File: src/include/ept_pkg.sv
// Shared constants and types for the execution pipeline timing block
`default_nettype none
package ept_pkg;
  // ---------------------------------------------------------------
  // Branch prediction and fetch
  // ---------------------------------------------------------------
  localparam logic [1:0] MAX_UNRES = 2'h2; // Predictions held in flight
  localparam logic [2:0] TGT_CNT = 3'h2; // Targets from target cache hit
  localparam logic [2:0] RELOAD_CNT = 3'h4; // Correct-path plus three
  localparam logic [2:0] NO_LOAD = 3'h0; // Nothing loaded this cycle

  // ---------------------------------------------------------------
  // Execution unit timing
  // ---------------------------------------------------------------
  localparam logic [5:0] INT_LAT = 6'h01; // Single-cycle integer op
  localparam logic [5:0] FP_LAT_MIN = 6'h03; // Typical float op, short
  localparam logic [5:0] FP_LAT_MAX = 6'h04; // Typical float op, long
  localparam logic [5:0] FP_LONG_MIN = 6'h0B; // Divide/estimate, least
  localparam logic [5:0] FP_LONG_MAX = 6'h21; // Divide/estimate, most
  localparam int unsigned FP_DEPTH = 3; // Float ops in flight

  // ---------------------------------------------------------------
  // Misprediction recovery sequence
  // ---------------------------------------------------------------
  typedef enum logic [2:0] {
    FL_IDLE = 3'h1,
    FL_REFETCH = 3'h2,
    FL_RELOAD = 3'h4
  } ept_flush_e;
endpackage : ept_pkg
`default_nettype wire

File: src/ept_float_pipe.sv
// Pipelined float unit occupancy and completion tracker
`default_nettype none
module ept_float_pipe (
  input wire logic i_clock,
  input wire logic i_rst_b,
  input wire logic i_valid, // Float op offered
  input wire logic i_block, // Divide, estimate or status op
  input wire logic [5:0] i_lat, // Requested latency in cycles
  input wire logic i_thru, // Set: two-cycle throughput
  output logic o_busy, // No float op taken this cycle
  output logic [1:0] o_done // Ops completing this cycle
);
  // ---------------------------------------------------------------
  // State
  // ---------------------------------------------------------------
  typedef struct packed {
    logic [ept_pkg::FP_DEPTH-1:0][5:0] cnt; // Per-slot countdown
    logic blk; // Blocking op in flight
    logic gap; // Throughput bubble
    logic busy;
    logic [1:0] done;
  } ept_fp_s;

  ept_fp_s s_r;
  ept_fp_s s_nxt;
  logic take; // Op accepted this cycle
  logic placed; // Slot already found
  logic free; // Some slot idle next cycle
  logic [5:0] lat; // Clamped latency

  // Countdown, slot allocation and blocking
  always_comb begin
    s_nxt = s_r;
    take = i_valid && !s_r.busy;
    placed = 1'b0;
    free = 1'b0;
    s_nxt.done = 2'h0;
    // Long ops are held to their documented window
    if (i_block) begin
      if (i_lat < ept_pkg::FP_LONG_MIN) lat = ept_pkg::FP_LONG_MIN;
      else if (i_lat > ept_pkg::FP_LONG_MAX) lat = ept_pkg::FP_LONG_MAX;
      else lat = i_lat;
    end else begin
      lat = (i_lat == ept_pkg::FP_LAT_MAX) ? ept_pkg::FP_LAT_MAX : ept_pkg::FP_LAT_MIN;
    end
    for (int i = 0; i < ept_pkg::FP_DEPTH; i++) begin
      if (s_r.cnt[i] != 6'h00) begin
        s_nxt.cnt[i] = s_r.cnt[i] - 6'h01;
        if (s_r.cnt[i] == 6'h01) s_nxt.done = s_nxt.done + 2'h1;
      end
    end
    // Up to three ops overlap, one per slot
    for (int i = 0; i < ept_pkg::FP_DEPTH; i++) begin
      if (take && !placed && s_nxt.cnt[i] == 6'h00) begin
        s_nxt.cnt[i] = lat;
        placed = 1'b1;
      end
    end
    s_nxt.gap = take && i_thru;
    if (take) s_nxt.blk = i_block;
    if (s_nxt.cnt == '0) s_nxt.blk = 1'b0;
    for (int i = 0; i < ept_pkg::FP_DEPTH; i++) begin
      if (s_nxt.cnt[i] == 6'h00) free = 1'b1;
    end
    // Blocking op holds off all further float dispatch
    s_nxt.busy = s_nxt.blk || s_nxt.gap || !free;
  end

  // State register
  always_ff @(posedge i_clock or negedge i_rst_b) begin
    if (!i_rst_b) s_r <= '0;
    else s_r <= s_nxt;
  end

  assign o_busy = s_r.busy;
  assign o_done = s_r.done;
endmodule : ept_float_pipe
`default_nettype wire

File: src/ept_exec_timing.sv
// Execution pipeline timing control: prediction, flush, unit issue
`default_nettype none
module ept_exec_timing (
  input wire logic i_clock,
  input wire logic i_rst_b,
  input wire logic i_branch_history_enable, // Config bit: dynamic guess
  input wire logic i_br_valid, // Unresolved conditional branch
  input wire logic i_br_hint, // Taken hint of options field
  input wire logic i_br_dyn, // Guess from history table
  input wire logic i_br_tgt_hit, // Target found in target cache
  input wire logic i_br_resolve, // Oldest branch condition known
  input wire logic i_br_taken, // Actual direction of oldest
  input wire logic i_int_valid, // Integer op offered
  input wire logic i_int_muldiv, // Op is multiply or divide
  input wire logic [5:0] i_int_cycles, // Execute cycles of the op
  input wire logic i_fp_valid, // Float op offered
  input wire logic i_fp_block, // Divide, estimate or status op
  input wire logic [5:0] i_fp_lat, // Float op latency
  input wire logic i_fp_thru, // Two-cycle throughput op
  input wire logic i_ls_valid, // Load or store offered
  input wire logic i_ls_load, // Set for a load
  input wire logic [2:0] i_ls_addr, // Low address bits
  input wire logic [1:0] i_ls_size, // 1, 2, 4 or 8 bytes
  input wire logic i_ls_multi, // Multiple or string op
  input wire logic i_ls_le, // Little-endian mode
  input wire logic i_ls_fp, // Float load or store
  input wire logic i_dc_miss, // Cache answer to current access
  input wire logic i_refill_done, // Missed line refilled
  output logic o_pred_valid, // Branch prediction made
  output logic o_pred_taken, // Direction of that prediction
  output logic o_fold, // Taken branch folded from queue
  output logic o_seq_flush, // Sequential fetch behind it dropped
  output logic [2:0] o_queue_load, // Instructions loaded into queue
  output logic o_fetch_stall, // Third branch refused
  output logic o_disp_hold, // Second path may not dispatch
  output logic o_wb_block, // Completion writeback blocked
  output logic o_flush, // Wrong path and renames flushed
  output logic o_refetch, // Refetch cycle
  output logic [1:0] o_unresolved, // Predictions in flight
  output logic [1:0] o_int_issue, // Unit taking an integer op
  output logic [1:0] o_int_busy, // Unit in multicycle op
  output logic [1:0] o_int_done, // Unit finishing an op
  output logic o_fp_busy, // Float op not taken
  output logic [1:0] o_fp_done, // Float ops finishing
  output logic o_ls_ready, // Load/store op may be offered
  output logic o_ls_dc_access, // Cache access this cycle
  output logic o_ls_done, // Load/store completes
  output logic o_ls_split, // Extra address calculation
  output logic o_align_exc, // Alignment exception taken
  output logic o_ls_miss_stall // Waiting for line refill
);
  // ---------------------------------------------------------------
  // State
  // ---------------------------------------------------------------
  typedef struct packed {
    ept_pkg::ept_flush_e fl; // Recovery sequence
    logic [1:0] unres; // Unresolved predictions
    logic [1:0] pred; // Guessed directions, bit 0 oldest
    logic tgt; // Target delivery next cycle
    logic pv, pt, fold, seqf, stall, hold, wbb, flush, refetch;
    logic [2:0] qload;
    logic [1:0][5:0] ic; // Integer unit countdowns
    logic [1:0] iiss, ibusy, idone;
    logic s1v, s1l, s1x; // Address stage
    logic s2v, s2l; // Cache stage
    logic miss; // Missed load waiting refill
    logic lrdy, dacc, ldone, lsplit, aexc;
  } ept_state_s;

  localparam ept_state_s ST_RST = '{fl: ept_pkg::FL_IDLE, lrdy: 1'b1, default: '0};

  ept_state_s s_r;
  ept_state_s s_nxt;
  logic guess; // Chosen direction
  logic mis; // Oldest guess wrong
  logic br_acc; // Branch prediction taken on
  logic [5:0] ilat; // Integer countdown start
  logic [1:0] iu; // Integer unit chosen
  logic [2:0] lmask; // Natural alignment mask
  logic nat; // Operand naturally aligned
  logic exc; // Alignment exception case
  logic split; // Extra address calculation case
  logic ltake; // Load/store accepted
  logic acc_now; // Cache stage accessing

  // ---------------------------------------------------------------
  // Next-state logic
  // ---------------------------------------------------------------
  always_comb begin
    s_nxt = s_r;
    // Hint decides unless the history table is enabled
    guess = i_branch_history_enable ? i_br_dyn : i_br_hint;
    mis = i_br_resolve && (s_r.unres != 2'h0) && (i_br_taken != s_r.pred[0]);
    // New prediction only when fewer than two wait
    br_acc = i_br_valid && (s_r.unres < ept_pkg::MAX_UNRES) && !mis && (s_r.fl == ept_pkg::FL_IDLE);
    s_nxt.pv = br_acc;
    s_nxt.pt = br_acc && guess;
    s_nxt.fold = br_acc && guess;
    s_nxt.seqf = br_acc && guess;
    s_nxt.tgt = br_acc && guess && i_br_tgt_hit;
    s_nxt.qload = s_r.tgt ? ept_pkg::TGT_CNT : ept_pkg::NO_LOAD;
    s_nxt.stall = i_br_valid && !br_acc && (s_r.unres == ept_pkg::MAX_UNRES);
    s_nxt.flush = mis;
    s_nxt.refetch = 1'b0;
    // Prediction queue: wrong guess empties it
    if (mis) begin
      s_nxt.unres = 2'h0;
      s_nxt.pred = 2'h0;
    end else begin
      // Folded branch stays open until its condition is known
      if (i_br_resolve && s_r.unres != 2'h0) begin
        s_nxt.pred = {1'b0, s_r.pred[1]};
        s_nxt.unres = s_r.unres - 2'h1;
      end
      if (br_acc) begin
        s_nxt.pred[s_nxt.unres[0]] = guess;
        s_nxt.unres = s_nxt.unres + 2'h1;
      end
    end
    s_nxt.hold = (s_nxt.unres == ept_pkg::MAX_UNRES);
    // Results behind a guess may not retire; flush cycle too
    s_nxt.wbb = mis || (s_nxt.unres != 2'h0);
    // Recovery: flush, one refetch cycle, then reload
    case (s_r.fl)
      ept_pkg::FL_IDLE: begin
        if (mis) s_nxt.fl = ept_pkg::FL_REFETCH;
      end
      ept_pkg::FL_REFETCH: begin
        s_nxt.refetch = 1'b1;
        s_nxt.fl = ept_pkg::FL_RELOAD;
      end
      ept_pkg::FL_RELOAD: begin
        s_nxt.qload = ept_pkg::RELOAD_CNT;
        s_nxt.fl = ept_pkg::FL_IDLE;
      end
      default: begin
        s_nxt.fl = ept_pkg::FL_IDLE;
      end
    endcase

    // Integer units: countdown per unit
    ilat = (i_int_cycles < ept_pkg::INT_LAT) ? ept_pkg::INT_LAT : i_int_cycles;
    s_nxt.idone = 2'h0;
    for (int u = 0; u < 2; u++) begin
      if (s_r.ic[u] != 6'h00) begin
        s_nxt.ic[u] = s_r.ic[u] - 6'h01;
        s_nxt.idone[u] = (s_r.ic[u] == 6'h01);
      end
    end
    // Simple ops prefer unit two, keeping unit one for mul/div
    iu = 2'b00;
    if (i_int_valid) begin
      if (i_int_muldiv) iu = s_r.ibusy[0] ? 2'b00 : 2'b01;
      else if (!s_r.ibusy[1]) iu = 2'b10;
      else if (!s_r.ibusy[0]) iu = 2'b01;
    end
    s_nxt.iiss = iu;
    for (int u = 0; u < 2; u++) begin
      if (iu[u]) s_nxt.ic[u] = ilat;
      // A multicycle op closes its unit to new work
      s_nxt.ibusy[u] = s_nxt.ic[u] > ept_pkg::INT_LAT;
    end

    // Load/store: alignment classification
    case (i_ls_size)
      2'h0: lmask = 3'h0;
      2'h1: lmask = 3'h1;
      2'h2: lmask = 3'h3;
      default: lmask = 3'h7;
    endcase
    nat = (i_ls_addr & lmask) == 3'h0;
    if (i_ls_multi) exc = i_ls_le || (i_ls_addr[1:0] != 2'h0);
    else exc = i_ls_fp && (i_ls_addr[1:0] != 2'h0);
    split = !exc && (i_ls_multi || !nat);
    ltake = i_ls_valid && s_r.lrdy;
    s_nxt.aexc = ltake && exc;
    s_nxt.lsplit = 1'b0;
    s_nxt.ldone = 1'b0;
    acc_now = s_r.s2v && !s_r.miss;
    // Refill ends the wait and completes the missed load
    if (s_r.miss && i_refill_done) begin
      s_nxt.miss = 1'b0;
      s_nxt.ldone = 1'b1;
    end
    // Cache stage: a missing load parks, freeing the stage
    if (acc_now) begin
      if (s_r.s2l && i_dc_miss) s_nxt.miss = 1'b1;
      else s_nxt.ldone = 1'b1;
      s_nxt.s2v = 1'b0;
    end
    // Address stage: extra calculation, then move on
    if (s_r.s1v) begin
      if (s_r.s1x) begin
        s_nxt.s1x = 1'b0;
        s_nxt.lsplit = 1'b1;
      end else if (!s_nxt.s2v) begin
        s_nxt.s2v = 1'b1;
        s_nxt.s2l = s_r.s1l;
        s_nxt.s1v = 1'b0;
      end
    end
    if (ltake && !exc) begin
      s_nxt.s1v = 1'b1;
      s_nxt.s1l = i_ls_load;
      s_nxt.s1x = split;
    end
    // Refuse only when the address stage could not drain
    s_nxt.lrdy = !(s_nxt.miss && s_nxt.s1v) && !s_nxt.s1x;
    s_nxt.dacc = s_nxt.s2v && !s_nxt.miss;
  end

  // State register
  always_ff @(posedge i_clock or negedge i_rst_b) begin
    if (!i_rst_b) s_r <= ST_RST;
    else s_r <= s_nxt;
  end

  // ---------------------------------------------------------------
  // Float unit
  // ---------------------------------------------------------------
  ept_float_pipe u_float (
    .i_clock(i_clock),
    .i_rst_b(i_rst_b),
    .i_valid(i_fp_valid),
    .i_block(i_fp_block),
    .i_lat(i_fp_lat),
    .i_thru(i_fp_thru),
    .o_busy(o_fp_busy),
    .o_done(o_fp_done)
  );

  // Outputs straight from the state register
  assign o_pred_valid = s_r.pv;
  assign o_pred_taken = s_r.pt;
  assign o_fold = s_r.fold;
  assign o_seq_flush = s_r.seqf;
  assign o_queue_load = s_r.qload;
  assign o_fetch_stall = s_r.stall;
  assign o_disp_hold = s_r.hold;
  assign o_wb_block = s_r.wbb;
  assign o_flush = s_r.flush;
  assign o_refetch = s_r.refetch;
  assign o_unresolved = s_r.unres;
  assign o_int_issue = s_r.iiss;
  assign o_int_busy = s_r.ibusy;
  assign o_int_done = s_r.idone;
  assign o_ls_ready = s_r.lrdy;
  assign o_ls_dc_access = s_r.dacc;
  assign o_ls_done = s_r.ldone;
  assign o_ls_split = s_r.lsplit;
  assign o_align_exc = s_r.aexc;
  assign o_ls_miss_stall = s_r.miss;
endmodule : ept_exec_timing
`default_nettype wire

File: config.mk
export PLATFORM = sky130hd
export DESIGN_NAME = ept_exec_timing
export DESIGN_NICKNAME = d
export VERILOG_FILES = /design/src/include/ept_pkg.sv /design/src/ept_float_pipe.sv /design/src/ept_exec_timing.sv
export SDC_FILE = /design/constraint.sdc
export NUM_CORES = 1
export LEC_CHECK = 0
export BUFFER_PORTS_ARGS = -buffer_cell sky130_fd_sc_hd__buf_4
export CAP_MARGIN = 30
export CORE_ASPECT_RATIO = 0.5
export CORE_MARGIN = 2
export CORE_UTILIZATION = 56
export DETAILED_ROUTE_END_ITERATION = 8
export GPL_ROUTABILITY_DRIVEN = 0
export PLACE_DENSITY = 0.8
export SLEW_MARGIN = 20
export SYNTH_ARGS = -nofsm -noshare
export SYNTH_HDL_FRONTEND = slang
export SYNTH_SLANG_ARGS = --single-unit
File: constraint.sdc
create_clock -name i_clock -period 2.7 [get_ports i_clock]
set_clock_uncertainty 0.05 [all_clocks]
set_input_delay 0.54 -clock i_clock [delete_from_list [all_inputs] [get_ports i_clock]]
set_output_delay 0.54 -clock i_clock [all_outputs]
set_load 0.02 [all_outputs]
Word level (Yosys, flattened, before mapping)
Cells that the tools add are included.
{ "word_totals": {"ff_bits": 69, "word_cells": 197} }
{ "op_classes": {"add_sub_neg": 9, "bitwise": 3, "reduce_logical": 63, "n_eq_ne": 15, "magnitude_cmp": 8, "muxes": 65} }
{ "op_table": {"columns": ["operator", "n"], "rows": [
  ["$mux W6", 14],
  ["$logic_not A6 Y1", 6],
  ["$eq A6 B1 Y1 const B", 5],
  ["$reduce_bool A6 Y1", 5],
  ["$sub A6 B1 Y6 const B", 5],
  ["$logic_and A1 B1 Y1", 28],
  ["$mux W1", 28],
  ["$mux W2", 10],
  ["$logic_not A18 Y1", 1],
  ["$mux W4", 4],
  ["$mux W3", 5],
  ["$gt A6 B1 Y1 const B", 2],
  ["$logic_not A1 Y1", 12],
  ["$pmux W3 S3", 1],
  ["$add A2 B1 Y2 const B", 3],
  ["$eq A2 B2 Y1 const B", 3],
  ["$eq A6 B3 Y1 const B", 1],
  ["$gt A6 B6 Y1 const B", 1],
  ["$lt A6 B1 Y1 const B", 1],
  ["$lt A6 B4 Y1 const B", 1],
  ["$pmux W3 S2", 1],
  ["$reduce_bool A2 Y1", 3],
  ["$logic_or A1 B1 Y1", 5],
  ["$and A3 B3 Y3", 1],
  ["16 further kinds", 17]
]} }

Logic depth before layout (Yosys ltp)
{ "logic_depth": {"depth_word": 17, "mapped_depth": 9} }

By module
From an unflattened synthesis, not the netlist that was laid out.
{ "hier_totals": {"hier_cells": 421, "hier_area_um2": 4061.4} }
{ "modules_own_cells": {"columns": ["module", "instances", "cells_each", "seq_area_each_um2", "area_per_inst_um2"], "rows": [
  ["ept_exec_timing", 1, 240, 1153.6, 2369.8],
  ["ept_float_pipe", 1, 181, 550.5, 1691.6]
]} }

Least setup slack after synthesis
No wires, ideal clock.
{ "synth_path": {"path_type": "register to register", "startpoint": "register u_float.s_r[5] in the netlist's numbering", "endpoint": "register u_float.s_r, in the netlist u_float.o_busy", "arrival_ns": 1.927, "n_path_buf": 0, "t_required_ns": 2.517, "setup_slack_ns": 0.590, "period_less_slack_ns": 2.110, "path_stages_with_launch": 9, "setup_time_ns": 0.133, "cell_sequence": "dfrtp_1 inv_1 ha_1 or4_1 o211ai_2 a21boi_2 maj3_2 nor2_1 a21oi_1"} }
{ "synth_rtl": {"columns": ["element", "line_no", "rtl"], "rows": [
  ["start: declaration", "ept_float_pipe.sv:24", "ept_fp_s s_r;"],
  ["start signal: assignment", "ept_float_pipe.sv:72", "else s_r <= s_nxt;"]
]} }

==> results_dict.tcl <==
set metrics [dict create \
    status "complete, no violations" \
    overflow 0 \
    post_drt_wl_per_cell_um 14.4 \
    hpwl_um 5690 \
    crit_start "u_float.s_r[5]" \
    async_flop_share_pct 100 \
    die_y_um 62.6 \
    ys_seq_area_share_pct 44.3 \
    ant_nets 0 \
    cts_root_buf "clkbuf_16" \
    place_ws_ns 0.407 \
    multi_input_area_sq_mm 0.00191 \
    worstMarginPinSlew_ns 0.829 \
    port_buffers 65 \
    dr.pass1.iters 4 \
    vias 3054 \
    die_area_sq_mm 0.00759 \
    drt_iter0_markers 171 \
    cellPowerDensity_mw_per_mm2 839 \
    post_cts_buffers 0 \
    p_leak_nw 2.08 \
    ys_ff_latch 68 \
    final_cells 551 \
    syn_to_final_growth_pct 19.0 \
    ir_drop_mv 0.606 \
    crit_fanout 7 \
    critPathLaunchType "flip-flop" \
    yosysMostFrequentCell "dfrtp_1" \
    cp_num_buf_inv 1 \
    drc 0 \
    crit_required_ns 2.85 \
    diodes 0 \
    grt_pass1_vias 3008 \
    antenna_found_initial 0 \
    hold_class "input port to async pin" \
    io_pins 67 \
    fin_util_pct 68.7 \
    p_total_mw 3.84 \
    die_width_um 121 \
    cp_cell_sequence "inv_1 > ha_1 > nor3b_2 > nand2_1 > o22ai_2 > a21boi_2 > maj3_2 > nor2_1 > a21oi_1" \
    synth_warnings 0 \
    synth_top_area_share_pct 42.9 \
    reg2regPathDepth 9 \
    core_sq_mm 0.00667 \
    grt.total_usage_pct 22.8 \
    cts_tree "yes" \
    regArea_sq_mm 0.00170 \
    cts.htree.levels 3 \
    synth_area_leaders "dfrtp_1, ha_1, nor2_1, o21ai_0, xnor2_1" \
    crit_slowest_cell "dfrtp_1" \
    slew_headroom_pct 44.8 \
    ctsHoldBuffers 0 \
    synth_flop_cell "dfrtp_1" \
    finalNetCount 508 \
    synthesis.nets 457 \
    syn_area_sq_mm 0.00385 \
    critPathCapture "u_float.o_busy" \
    layout-drive-gt1-share_pct 23.3 \
    synth.distinct_cells 63 \
    rr_startpoint "u_float.s_r[5]" \
    setup_viol 0 \
    initial_core_util_pct 57.7 \
    synth_edf_count 0 \
    clock_sinks 68 \
    period_needed_ns 2.29 \
    rrSetupSlack_ns 0.41 \
    critical-path-top-delay-family "adder cells" \
    rsz0062_at_grt "false" \
    maxSlewViolCount 0 \
    critPathKind "flip-flop to flip-flop" \
    hold_viol_final 0 \
    drt-total-wl_um 7930 \
    place_inst 535 \
    synth_cells 403 \
    finalWorstSetupSlack_ns 0.406 \
    r2r_end "u_float.o_busy" \
    fill_cells 513 \
    cp-end-kind "flip-flop" \
    fmax_mhz 436 \
    synth_commonest_cells "dfrtp_1, nor2_1, nand2_1" \
    synth_top_area_cell "dfrtp_1" \
    avgSynthCellArea_sq_um 9.55 \
    grt_pass1_wl_um 13500 \
    cts_buffer_depth 2 \
    cts_buffers 9 \
    critPathArrivalTime_ns 2.45 \
    finalCritPeriodShare_pct 85.0 \
    tns_ns 0 \
    core.rowCount 21 \
    clock_latency_ns 0.33 \
    ctsResizeCount 0 \
    clk_pin_slew_worst_paths_ns 0.06 \
    via_per_inst 5.54 \
    crit_cells 9 \
    max_cap_viol_count 0 \
    slowest_delay_ns 0.46 \
    grt_max_degree 69 \
]
==> cell usage in the layout, fill, tap and decap left out, types with 11 or more instances in the layout <==
cell type   n
a21oi_1    18
buf_4      65
dfrtp_1    66
ha_1       16
inv_1      19
nand2_1    37
nor2_1     40
nor3_1     11
o21ai_0    29
xnor2_1    16
==> metrics by stage <==
step	hold WS, ns	area, sq um
after floorplan	0.194	3850
after detailed placement	0.406	4290
final	0.259	4580
after global placement	0.404	4290
after CTS	0.294	4580
after global routing	0.343	4580
==> registers in the layout (all words and copies together) (netlist names) <==
signal           count
o_int_busy           2
o_int_issue          2
o_align_exc          1
o_queue_load         2
o_unresolved         2
u_float.o_done       2
o_seq_flush          1
o_fetch_stall        1
o_ls_dc_access       1
s_r                 23
o_refetch            1
o_flush              1
u_float.s_r         19
o_pred_valid         1
o_disp_hold          1
u_float.o_busy       1
o_wb_block           1
o_ls_miss_stall      1
o_ls_ready           1
o_ls_done            1
o_int_done           2
o_ls_split           1
==> cells by family after synthesis <==
| logic type | synth area share (%) |
|---|---|
| DFF | 44.3 |
| adders and majority gates | 5.49 |
| buffers and inverters | 6.08 |
| muxes | 2.70 |
| and+or+nand+nor | 21.7 |
| xor gates and xnor gates | 5.69 |
| other | 0.0974 |
| AOI/OAI and AO/OA | 14.0 |
==> per-layer routing <==
metal | global-route usage (%) | share of wire (%) | up-vias
li1 | - | - | 1493
met1 | 28.0 | 42 | 1453
met2 | 37.6 | 49 | 83
met3 | 5.84 | 5.2 | 25
met4 | 11.5 | 2.8 | 0
met5 | 0 | 0 | -
==> worst min path at each step <==
stage	endpoint	cells after the start	from
5_1_grt	o_ls_miss_stall	1	i_rst_b
3_5_place_dp	o_queue_load[1]	1	s_r[41]
3_3_place_gp	o_queue_load[1]	1	s_r[41]
6_report	o_ls_miss_stall	1	i_rst_b
2_1_floorplan	o_align_exc	0	i_rst_b
4_1_cts	o_ls_miss_stall	1	i_rst_b
==> cell type report <==
type                            instances  share of cell area (%)
Tap cell                               92                    2.51
Multi-Input combinational cell        291                    41.7
Clock inverter                          1                   0.109
Timing Repair Buffer                   65                    10.6
Clock buffer                           15                    6.28
Inverter                               19                    1.56
Sequential cell                        68                    37.2
==> report_power, final <==
part | switching, mW | total, mW | leakage [nW] | internal, mW
Combinational | 0.693 | 1.24 | 1.09 | 0.550
Clock | 0.396 | 1.12 | 0.146 | 0.720
Sequential | 0.201 | 1.49 | 0.846 | 1.28
No activity file was read; power rests on OpenSTA's default activity.
